### config.mk
export PLATFORM = sky130hd
export DESIGN_NAME = lcap_port
export DESIGN_NICKNAME = d
export VERILOG_FILES = /design/src/include/lcap_pkg.sv /design/src/core/lcap_sync3.sv /design/src/core/lcap_lane_mask.sv /design/src/core/lcap_port.sv
export SDC_FILE = /design/constraint.sdc
export NUM_CORES = 1
export LEC_CHECK = 0
export BUFFER_PORTS_ARGS = -buffer_cell sky130_fd_sc_hd__buf_2
export CAP_MARGIN = 10
export CORE_MARGIN = 8
export CORE_UTILIZATION = 29
export DETAILED_ROUTE_END_ITERATION = 12
export SETUP_SLACK_MARGIN = 0.2
export SYNTH_ARGS = -nofsm -noshare
export SYNTH_HDL_FRONTEND = slang
export SYNTH_SLANG_ARGS = --single-unit
### constraint.sdc
create_clock -name mclk_in -period 2.3 [get_ports mclk_in]
set_input_delay 0.115 -clock mclk_in [delete_from_list [all_inputs] [get_ports mclk_in]]
set_output_delay 0.115 -clock mclk_in [all_outputs]
set_load 0.05 [all_outputs]
### src/include/lcap_pkg.sv
// Shared types and constants for the command, address and write-mask port.
// Assumes one 100 MHz system clock samples all memory-side pins.
package lcap_pkg;

  localparam int unsigned ADDR_W_X16    = 13;
  localparam int unsigned ADDR_W_X32    = 14;
  localparam int unsigned ADDR_W_MAX    = 14;
  localparam int unsigned PRE_FLAG_POS  = 10;
  localparam int unsigned BANK_W        = 2;
  localparam int unsigned LANES_MAX     = 4;
  localparam logic [3:0]  CMD_RST_VAL   = 4'hf;

  // Command code: chip select, row strobe, column strobe, write enable (all active low).
  typedef enum logic [3:0] {
    LCAP_CMD_MRS   = 4'b0000,
    LCAP_CMD_REF   = 4'b0001,
    LCAP_CMD_PRE   = 4'b0010,
    LCAP_CMD_ACT   = 4'b0011,
    LCAP_CMD_WR    = 4'b0100,
    LCAP_CMD_RD    = 4'b0101,
    LCAP_CMD_BST   = 4'b0110,
    LCAP_CMD_NOP   = 4'b0111,
    LCAP_CMD_DESEL = 4'b1111
  } lcap_cmd_type;

  typedef enum logic [1:0] {
    LCAP_PWR_ACTIVE = 2'b00,
    LCAP_PWR_PPD    = 2'b01,
    LCAP_PWR_APD    = 2'b10,
    LCAP_PWR_SREF   = 2'b11
  } lcap_pwr_type;

  typedef struct packed {
    logic                  valid;
    lcap_cmd_type          cmd;
    logic [BANK_W-1:0]     bank;
    logic [ADDR_W_MAX-1:0] addr;
    logic                  auto_pre;
    logic                  pre_all;
    logic [3:0]            bank_onehot;
  } lcap_dec_type;

endpackage

### src/core/lcap_sync3.sv
// Three-stage synchroniser with agreement filter for asynchronous pins.
// Assumes the input is a plain level from outside the clock domain.
`timescale 1ns/1ps
module lcap_sync3 #(
  parameter logic RST_VAL = 1'b0
) (
  input  wire logic mclk_in,
  input  wire logic arst_n_in,
  input  wire logic d_in,
  output logic      q_out
);
  logic s1_q;
  logic s2_q;
  logic s3_q;

  always_ff @(posedge mclk_in or negedge arst_n_in) begin
    if (!arst_n_in) begin
      s1_q  <= RST_VAL;
      s2_q  <= RST_VAL;
      s3_q  <= RST_VAL;
      q_out <= RST_VAL;
    end else begin
      s1_q <= d_in;
      s2_q <= s1_q;
      s3_q <= s2_q;
      // A change counts only once the second and third stages agree.
      if (s2_q == s3_q) begin
        q_out <= s3_q;
      end
    end
  end
endmodule // lcap_sync3

### src/core/lcap_lane_mask.sv
// One byte lane's write-mask capture on both strobe edges.
// Assumes strobe and mask are already synchronised to the system clock.
`timescale 1ns/1ps
module lcap_lane_mask (
  input  wire logic mclk_in,
  input  wire logic arst_n_in,
  input  wire logic enable_in,
  input  wire logic strobe_in,
  input  wire logic mask_in,
  output logic      beat_out,
  output logic      keep_out
);
  logic strobe_q;

  always_ff @(posedge mclk_in or negedge arst_n_in) begin
    if (!arst_n_in) begin
      strobe_q <= 1'b0;
      beat_out <= 1'b0;
      keep_out <= 1'b0;
    end else begin
      strobe_q <= strobe_in;
      // Either strobe edge is one data beat; the mask is sampled with it.
      beat_out <= enable_in && (strobe_in != strobe_q);
      keep_out <= enable_in && (strobe_in != strobe_q) && !mask_in;
    end
  end
endmodule // lcap_lane_mask

### src/core/lcap_port.sv
// Command, address and write-mask front end of a low-power DDR memory.
// Assumes the controller drives every pin; all pins arrive asynchronous
// to mclk_in; all but read_strobe_drive_in and sref_request_in are synchronised here before use.
`timescale 1ns/1ps
// Function
// Register address and control on rising true clock.
// Data uses both clock crossing directions.
// Clock enable high runs clocks, buffers, drivers.
// Enable low: idle gives precharge/self refresh, else active.
// Enable sampled on clock except self refresh exit.
// Low power disables all buffers except enable.
// Chip select high masks every command.
// Strobes plus chip select define command.
// Masked write bytes are discarded.
// Masks sampled on both strobe edges.
// Bank select picks bank for commands.
// Bank select picks mode register on load.
// Address: row on activate, column plus auto precharge.
// Precharge flag low one bank, high all.
// Mode load takes op-code from address.
// Address 13 or 14 bits; unused lines reserved.
// Lane strobe: device on read, controller on write.
module lcap_port
  import lcap_pkg::*;
#(
  parameter bit          WIDE_X32 = 1'b0,
  parameter int unsigned LANES    = 2
) (
  input  wire logic                  mclk_in,
  input  wire logic                  arst_n_in,
  input  wire logic                  clock_true_in,
  input  wire logic                  clock_complement_in,
  input  wire logic                  clk_en_in,
  input  wire logic                  chip_sel_n_in,
  input  wire logic                  row_strobe_n_in,
  input  wire logic                  col_strobe_n_in,
  input  wire logic                  write_en_n_in,
  input  wire logic                  bank_sel_lo_in,
  input  wire logic                  bank_sel_hi_in,
  input  wire logic [ADDR_W_MAX-1:0] addr_in,
  input  wire logic [LANES-1:0]      lane_write_masks_in,
  input  wire logic [LANES-1:0]      lane_strobe_in,
  input  wire logic [LANES-1:0]      read_strobe_drive_in,
  input  wire logic                  sref_request_in,
  output logic                       cmd_valid_out,
  output lcap_cmd_type               cmd_out,
  output logic [BANK_W-1:0]          bank_out,
  output logic [ADDR_W_MAX-1:0]      addr_out,
  output logic                       auto_pre_out,
  output logic                       pre_all_out,
  output logic [3:0]                 pre_banks_out,
  output logic                       mode_load_out,
  output logic [BANK_W-1:0]          mode_sel_out,
  output logic [ADDR_W_MAX-1:0]      mode_opcode_out,
  output logic [3:0]                 open_banks_out,
  output lcap_pwr_type               pwr_state_out,
  output logic                       clocks_run_out,
  output logic                       drivers_on_out,
  output logic [LANES-1:0]           lane_beat_out,
  output logic [LANES-1:0]           lane_keep_out,
  output logic [LANES-1:0]           lane_strobe_out,
  output logic [LANES-1:0]           lane_strobe_oe_out,
  output logic                       data_edge_out
);

  localparam int unsigned ADDR_W = WIDE_X32 ? ADDR_W_X32 : ADDR_W_X16;
  localparam int unsigned NPINS  = 8 + ADDR_W_MAX;

  // Clock, enable, command, low bank select and address pins, packed so one synchroniser generate covers them all.
  logic [NPINS-1:0] pins_raw;
  logic [NPINS-1:0] pins_s;
  logic             ck_s;
  logic             ckb_s;
  logic             cke_s;
  logic             ck_q;
  logic             cross_q;

  logic [LANES-1:0] strobe_s;
  logic [LANES-1:0] mask_s;

  lcap_pwr_type     pwr_q;
  lcap_pwr_type     pwr_d;
  logic [3:0]       open_q;
  logic [3:0]       open_d;
  logic             buffers_on;
  logic             rise_edge;
  logic             fall_edge;
  logic             sref_async_exit_q;
  logic             cke_n_raw_q;
  lcap_dec_type     dec;
  logic [3:0]       bank_hot;

  assign pins_raw = {clock_true_in, clock_complement_in, clk_en_in, chip_sel_n_in, row_strobe_n_in,
                     col_strobe_n_in, write_en_n_in, bank_sel_lo_in ^ 1'b0, addr_in};

  genvar gi;
  generate
    for (gi = 0; gi < NPINS; gi++) begin : g_pin_sync
      lcap_sync3 #(.RST_VAL(1'b0)) u_sync (
        .mclk_in   (mclk_in),
        .arst_n_in (arst_n_in),
        .d_in      (pins_raw[gi]),
        .q_out     (pins_s[gi])
      );
    end
    for (gi = 0; gi < LANES; gi++) begin : g_lane
      lcap_sync3 #(.RST_VAL(1'b0)) u_strobe_sync (
        .mclk_in   (mclk_in),
        .arst_n_in (arst_n_in),
        .d_in      (lane_strobe_in[gi]),
        .q_out     (strobe_s[gi])
      );
      lcap_sync3 #(.RST_VAL(1'b0)) u_mask_sync (
        .mclk_in   (mclk_in),
        .arst_n_in (arst_n_in),
        .d_in      (lane_write_masks_in[gi]),
        .q_out     (mask_s[gi])
      );
      lcap_lane_mask u_mask (
        .mclk_in   (mclk_in),
        .arst_n_in (arst_n_in),
        .enable_in (buffers_on && !read_strobe_drive_in[gi]),
        .strobe_in (strobe_s[gi]),
        .mask_in   (mask_s[gi]),
        .beat_out  (lane_beat_out[gi]),
        .keep_out  (lane_keep_out[gi])
      );
    end
  endgenerate

  // The high bank select bit takes its own synchroniser.
  logic bank_hi_s;
  lcap_sync3 #(.RST_VAL(1'b0)) u_bank_hi_sync (
    .mclk_in   (mclk_in),
    .arst_n_in (arst_n_in),
    .d_in      (bank_sel_hi_in),
    .q_out     (bank_hi_s)
  );

  assign ck_s  = pins_s[NPINS-1];
  assign ckb_s = pins_s[NPINS-2];
  assign cke_s = pins_s[NPINS-3];

  // Crossing state: true above complement. Differential compare rejects
  // a single leg glitch that a plain edge detector would accept.
  always_ff @(posedge mclk_in or negedge arst_n_in) begin
    if (!arst_n_in) begin
      ck_q    <= 1'b0;
      cross_q <= 1'b0;
    end else begin
      cross_q <= ck_s & ~ckb_s;
      ck_q    <= cross_q;
    end
  end

  assign rise_edge  = cross_q & ~ck_q;
  assign fall_edge  = ~cross_q & ck_q;
  assign buffers_on = (pwr_q == LCAP_PWR_ACTIVE);

  // Command decode at the rising crossing, only while buffers are live.
  always_comb begin
    dec          = '0;
    dec.cmd      = LCAP_CMD_DESEL;
    bank_hot     = 4'h0;
    bank_hot[{bank_hi_s, pins_s[ADDR_W_MAX]}] = 1'b1;
    if (rise_edge && buffers_on && cke_s) begin
      if (pins_s[NPINS-4]) begin
        dec.cmd = LCAP_CMD_DESEL;
      end else begin
        dec.cmd   = lcap_cmd_type'(pins_s[NPINS-4:NPINS-7]);
        dec.valid = (dec.cmd != LCAP_CMD_NOP);
      end
      dec.bank = {bank_hi_s, pins_s[ADDR_W_MAX]};
      // Reserved upper lines of the narrow variant are forced low.
      dec.addr = pins_s[ADDR_W_MAX-1:0] & ADDR_W_MAX'((1 << ADDR_W) - 1);
      if (dec.cmd == LCAP_CMD_RD || dec.cmd == LCAP_CMD_WR) begin
        dec.auto_pre = dec.addr[PRE_FLAG_POS];
      end
      if (dec.cmd == LCAP_CMD_PRE) begin
        dec.pre_all     = dec.addr[PRE_FLAG_POS];
        dec.bank_onehot = dec.addr[PRE_FLAG_POS] ? 4'hf : bank_hot;
      end
    end
  end

  // Open-row bookkeeping drives the power-down choice.
  always_comb begin
    open_d = open_q;
    if (dec.valid && dec.cmd == LCAP_CMD_ACT) begin
      open_d = open_q | bank_hot;
    end
    if (dec.valid && dec.cmd == LCAP_CMD_PRE) begin
      open_d = open_q & ~dec.bank_onehot;
    end
    if (dec.valid && dec.auto_pre) begin
      open_d = open_q & ~bank_hot;
    end
  end

  // Exit from self refresh is timed by the system clock, never by the memory
  // clock, which the controller may have stopped; this flag arms on enable low.
  always_ff @(posedge mclk_in or negedge arst_n_in) begin
    if (!arst_n_in) begin
      cke_n_raw_q <= 1'b0;
    end else begin
      cke_n_raw_q <= (pwr_q == LCAP_PWR_SREF) && !cke_s;
    end
  end

  always_ff @(posedge mclk_in or negedge arst_n_in) begin
    if (!arst_n_in) begin
      sref_async_exit_q <= 1'b0;
    end else begin
      sref_async_exit_q <= cke_n_raw_q && cke_s;
    end
  end

  always_comb begin
    pwr_d = pwr_q;
    unique case (pwr_q)
      LCAP_PWR_ACTIVE: begin
        if (rise_edge && !cke_s) begin
          if (open_q != 4'h0) begin
            pwr_d = LCAP_PWR_APD;
          end else if (sref_request_in) begin
            pwr_d = LCAP_PWR_SREF;
          end else begin
            pwr_d = LCAP_PWR_PPD;
          end
        end
      end
      LCAP_PWR_PPD, LCAP_PWR_APD: begin
        if (rise_edge && cke_s) begin
          pwr_d = LCAP_PWR_ACTIVE;
        end
      end
      LCAP_PWR_SREF: begin
        if (sref_async_exit_q || cke_s) begin
          pwr_d = LCAP_PWR_ACTIVE;
        end
      end
    endcase
  end

  always_ff @(posedge mclk_in or negedge arst_n_in) begin
    if (!arst_n_in) begin
      pwr_q  <= LCAP_PWR_ACTIVE;
      open_q <= 4'h0;
    end else begin
      pwr_q  <= pwr_d;
      open_q <= open_d;
    end
  end

  always_ff @(posedge mclk_in or negedge arst_n_in) begin
    if (!arst_n_in) begin
      cmd_valid_out   <= 1'b0;
      cmd_out         <= LCAP_CMD_DESEL;
      bank_out        <= '0;
      addr_out        <= '0;
      auto_pre_out    <= 1'b0;
      pre_all_out     <= 1'b0;
      pre_banks_out   <= 4'h0;
      mode_load_out   <= 1'b0;
      mode_sel_out    <= '0;
      mode_opcode_out <= '0;
    end else begin
      cmd_valid_out <= dec.valid;
      cmd_out       <= dec.cmd;
      bank_out      <= dec.bank;
      addr_out      <= dec.addr;
      auto_pre_out  <= dec.auto_pre;
      pre_all_out   <= dec.pre_all;
      pre_banks_out <= dec.bank_onehot;
      mode_load_out <= dec.valid && dec.cmd == LCAP_CMD_MRS;
      if (dec.valid && dec.cmd == LCAP_CMD_MRS) begin
        mode_sel_out    <= dec.bank;
        mode_opcode_out <= dec.addr;
      end
    end
  end

  always_ff @(posedge mclk_in or negedge arst_n_in) begin
    if (!arst_n_in) begin
      open_banks_out     <= 4'h0;
      pwr_state_out      <= LCAP_PWR_ACTIVE;
      clocks_run_out     <= 1'b0;
      drivers_on_out     <= 1'b0;
      lane_strobe_out    <= '0;
      lane_strobe_oe_out <= '0;
      data_edge_out      <= 1'b0;
    end else begin
      open_banks_out     <= open_q;
      pwr_state_out      <= pwr_q;
      clocks_run_out     <= buffers_on;
      drivers_on_out     <= buffers_on;
      // Device drives strobe only with read data, edge aligned to the clock.
      lane_strobe_oe_out <= buffers_on ? read_strobe_drive_in : '0;
      lane_strobe_out    <= {LANES{cross_q}};
      data_edge_out      <= buffers_on && (rise_edge || fall_edge);
    end
  end

endmodule // lcap_port

==> flow_metrics.py <==
metrics = {
    "run_status": {
        "status": "complete, no violations",
    },
    "timing": {
        "fin_crit_sh_pct": 87.1,
        "slew_headroom_pct": 58.1,
        "worstMarginPinSlew_ns": 0.629,
        "min_period_ns": 2.00,
        "setup_viol": 0,
        "skew_ns": 0.00864,
        "fin_hold_ws_ns": 0.0967,
        "max_freq_mhz": 499,
        "finalSetupTns_ns": 0,
        "report.final.slew_viol_count": 0,
        "hold_viol": 0,
        "rsz0062_at_grt": "yes",
    },
    "worst_setup_path": {
        "path_max_fanout": 9,
        "criticalPathCategory": "flip-flop to flip-flop",
        "worst_ep_required_time_ns": 2.58,
        "rrSetupSlack_ns": 0.30,
        "startpoint_type": "flip-flop",
        "r2r-end": "open_q[3]$_DFFE_PN0P_",
        "crit_arrival_ns": 2.28,
        "cp-endpoint": "open_q[3]$_DFFE_PN0P_",
        "cp-end-kind": "flip-flop",
        "startpoint": "pwr_q[0]$_DFFE_PN0P_",
        "reg2reg_depth": 7,
        "rr_startpoint": "pwr_q[0]$_DFFE_PN0P_",
    },
    "logic_synthesis": {
        "ys.flop_type": "dfrtp_1",
        "yosys-top-cells-area": "dfrtp_1, maj3_1, mux2_4, dfstp_2, and2_1",
        "yosysSeqAreaShare_pct": 78.7,
        "synth_top_cell_by_area": "dfrtp_1",
        "synth.avg_cell_area_sq_um": 17.1,
        "ys_types": 36,
        "synth_cells": 321,
        "synth_area_sq_mm": 0.00548,
        "ys_ff_latch": 172,
        "yosys_warnings": 0,
        "synth_top_area_share_pct": 76.7,
        "synthArstFlopShare_pct": 100,
        "synth.cells.most_frequent": "dfrtp_1, maj3_1, nor2_1",
        "synth-edff-count": 0,
        "yosysMostFrequentCell": "dfrtp_1",
    },
    "finish": {
        "antenna_cells": 0,
        "synthToLayoutAreaGrowth_pct": 29.3,
        "design_area_sq_mm": 0.00708,
        "finalNetCount": 487,
        "drive_above_1_share_pct": 33.0,
        "final_core_util_pct": 38.0,
        "final_cells": 697,
    },
    "clock_network": {
        "clk_pin_slew_ns": 0.06,
        "clockRootBuffer": "clkbuf_16",
        "cts_buffers": 17,
        "clkLatencyLatePin_ns": 0.42,
        "cts_max_level": 4,
        "cts.sinks": 172,
        "cts_buffer_depth": 2,
        "cts_tree": "built",
    },
    "pwr": {
        "ir_drop_v": 0.000475,
        "pwr_density_cell_mw_per_mm2": 1020,
        "leakage_nw": 3.32,
    },
    "global_routing": {
        "grt_first_pass_wirelength_um": 17200,
        "grt_max_degree": 70,
        "antenna_found_initial": 0,
        "overflow": 0,
        "grt_pass1_vias": 3201,
        "grt.total_usage_pct": 9.35,
    },
    "die": {
        "die_area_sq_mm": 0.0235,
        "fp.dieH_um": 153,
        "rows": 50,
        "start_util_pct": 29.4,
        "io-pin-count": 93,
        "fp.dieW_um": 153,
        "core_sq_mm": 0.0186,
    },
    "placement": {
        "dpl_cell_area_sq_mm": 0.00619,
        "io_buffers": 89,
        "gp_congestion": 0.791,
        "dp.cells": 634,
        "hpwl_um": 6770,
    },
    "route": {
        "via_count": 2867,
        "post_drt_wl_per_cell_um": 14.5,
        "drt_wl_total_um": 10100,
        "drt_iter0_drc": 144,
        "viasPerCell": 4.11,
        "drc_errors": 0,
        "postRouteAntennaNets": 0,
        "drtPass1Iterations": 4,
    },
    "worst_hold_path": {
        "hp-class": "primary input to flip-flop",
        "holdPathStages": 4,
    },
    "flow_run": {
        "maxCapViolations": 0,
    },
}
## per-layer routing
layer / vias up / share of wire (%) / GRT usage (%)
met1: 1459 / 46 / 11.6
li1: 1312 / - / -
met2: 79 / 48 / 14.3
met3: 17 / 4.6 / 3.38
met4: 0 / 2.1 / 4.34
met5: - / 0 / 0
## what timing repair did
item / in CTS / in global routing
endpoints found under the setup margin: 0 / 15
setup buffers: 0 / 3
hold buffers: 29 / 0
gates resized for setup: 0 / 3
hold endpoints to repair: 99 / 0
## sequential cells by signal, indices dropped and copies added, names as in the netlist, 4 cells and up
| name | cells |
|---|---|
| g_pin_sync.u_sync.s3_q | 21 |
| cmd_out | 4 |
| g_pin_sync.u_sync.s1_q | 21 |
| g_pin_sync.u_sync.q_out | 21 |
| mode_opcode_out | 13 |
| open_banks_out | 4 |
| addr_out | 13 |
| open_q | 4 |
| g_pin_sync.u_sync.s2_q | 21 |
| pre_banks_out | 4 |
## metrics by stage
stage / power (mW) / setup slack, ns
5_1_grt: 7.54 / 0.114
2_1_floorplan: 4.18 / 0.275
6_report: 7.20 / 0.297
4_1_cts: 7.31 / 0.267
3_3_place_gp: 4.45 / 0.350
3_5_place_dp: 4.48 / 0.276
## logic make-up after synthesis
group	Yosys count	share of synthesized area, %
flops	172	78.7
simple gates	64	7.10
fa+ha+maj	30	5.66
buf+inv	24	2.56
mux	17	4.07
compound gates	11	1.55
xor+xnor	2	0.320
other cells	1	0.0685
## where the power goes
group / internal, mW / leakage (nW) / switching (mW) / total (mW)
clock network: 1.63 / 0.271 / 1.12 / 2.75
registers: 3.27 / 2.08 / 0.140 / 3.41
logic: 0.325 / 0.961 / 0.717 / 1.04
## worst max-delay path, stage by stage, from the launching register on
cell,delay [ns]
dfrtp_1,0.40
inv_1,0.10
ha_1,0.22
buf_4,0.18
and3_4,0.24
nand4_1,0.23
o311ai_2,0.36
nand3_1,0.14
## area by class of cell
type | instances | area [sq um]
clock buffers | 22 | 454
clock inverters | 9 | 115
fillers | 1744 | 11600
inverters | 8 | 30.0
multi-input cells | 126 | 1040
flip-flops and latches | 172 | 4310
well taps | 234 | 293
repair buffers | 126 | 840
## placed cells by master (no fill, tap or decap), types with 2 or more instances in the layout
cell / count
dfrtp_1: 168
buf_2: 88
dlygate4sd3_1: 29
maj3_1: 26
clkbuf_16: 17
nor2_1: 16
and2_1: 15
mux2_4: 9
inv_1: 7
nor2b_1: 6
nand2_1: 6
mux2_2: 6
buf_4: 5
nand2b_1: 4
ha_1: 4
clkbuf_1: 4
dfstp_2: 4
a21oi_1: 3
a32oi_1: 3
clkinv_4: 3
buf_12: 3
nor3_4: 2
nor4_1: 2
and2b_2: 2
xnor2_1: 2
nor3b_1: 2
mux2i_1: 2
nand4_1: 2
o311ai_0: 2
conb_1: 2
clkinvlp_4: 2
bufinv_16: 2
## how the worst min path moves through the flow
stage	from	to	slack [ns]
detailed placement	arst_n_in	g_pin_sync[21].u_sync.s3_q$_DFF_PN0_	0.17
CTS	sref_request_in	pwr_q[1]$_DFFE_PN0P_	0.08
global route	sref_request_in	pwr_q[1]$_DFFE_PN0P_	0.11
global placement	arst_n_in	g_pin_sync[21].u_sync.q_out$_DFFE_PN0N_	0.15
finish	sref_request_in	pwr_q[1]$_DFFE_PN0P_	0.1
floorplan	arst_n_in	addr_out[0]$_DFF_PN0_	-0.18
Note: power is estimated with default switching activity, not from simulation.
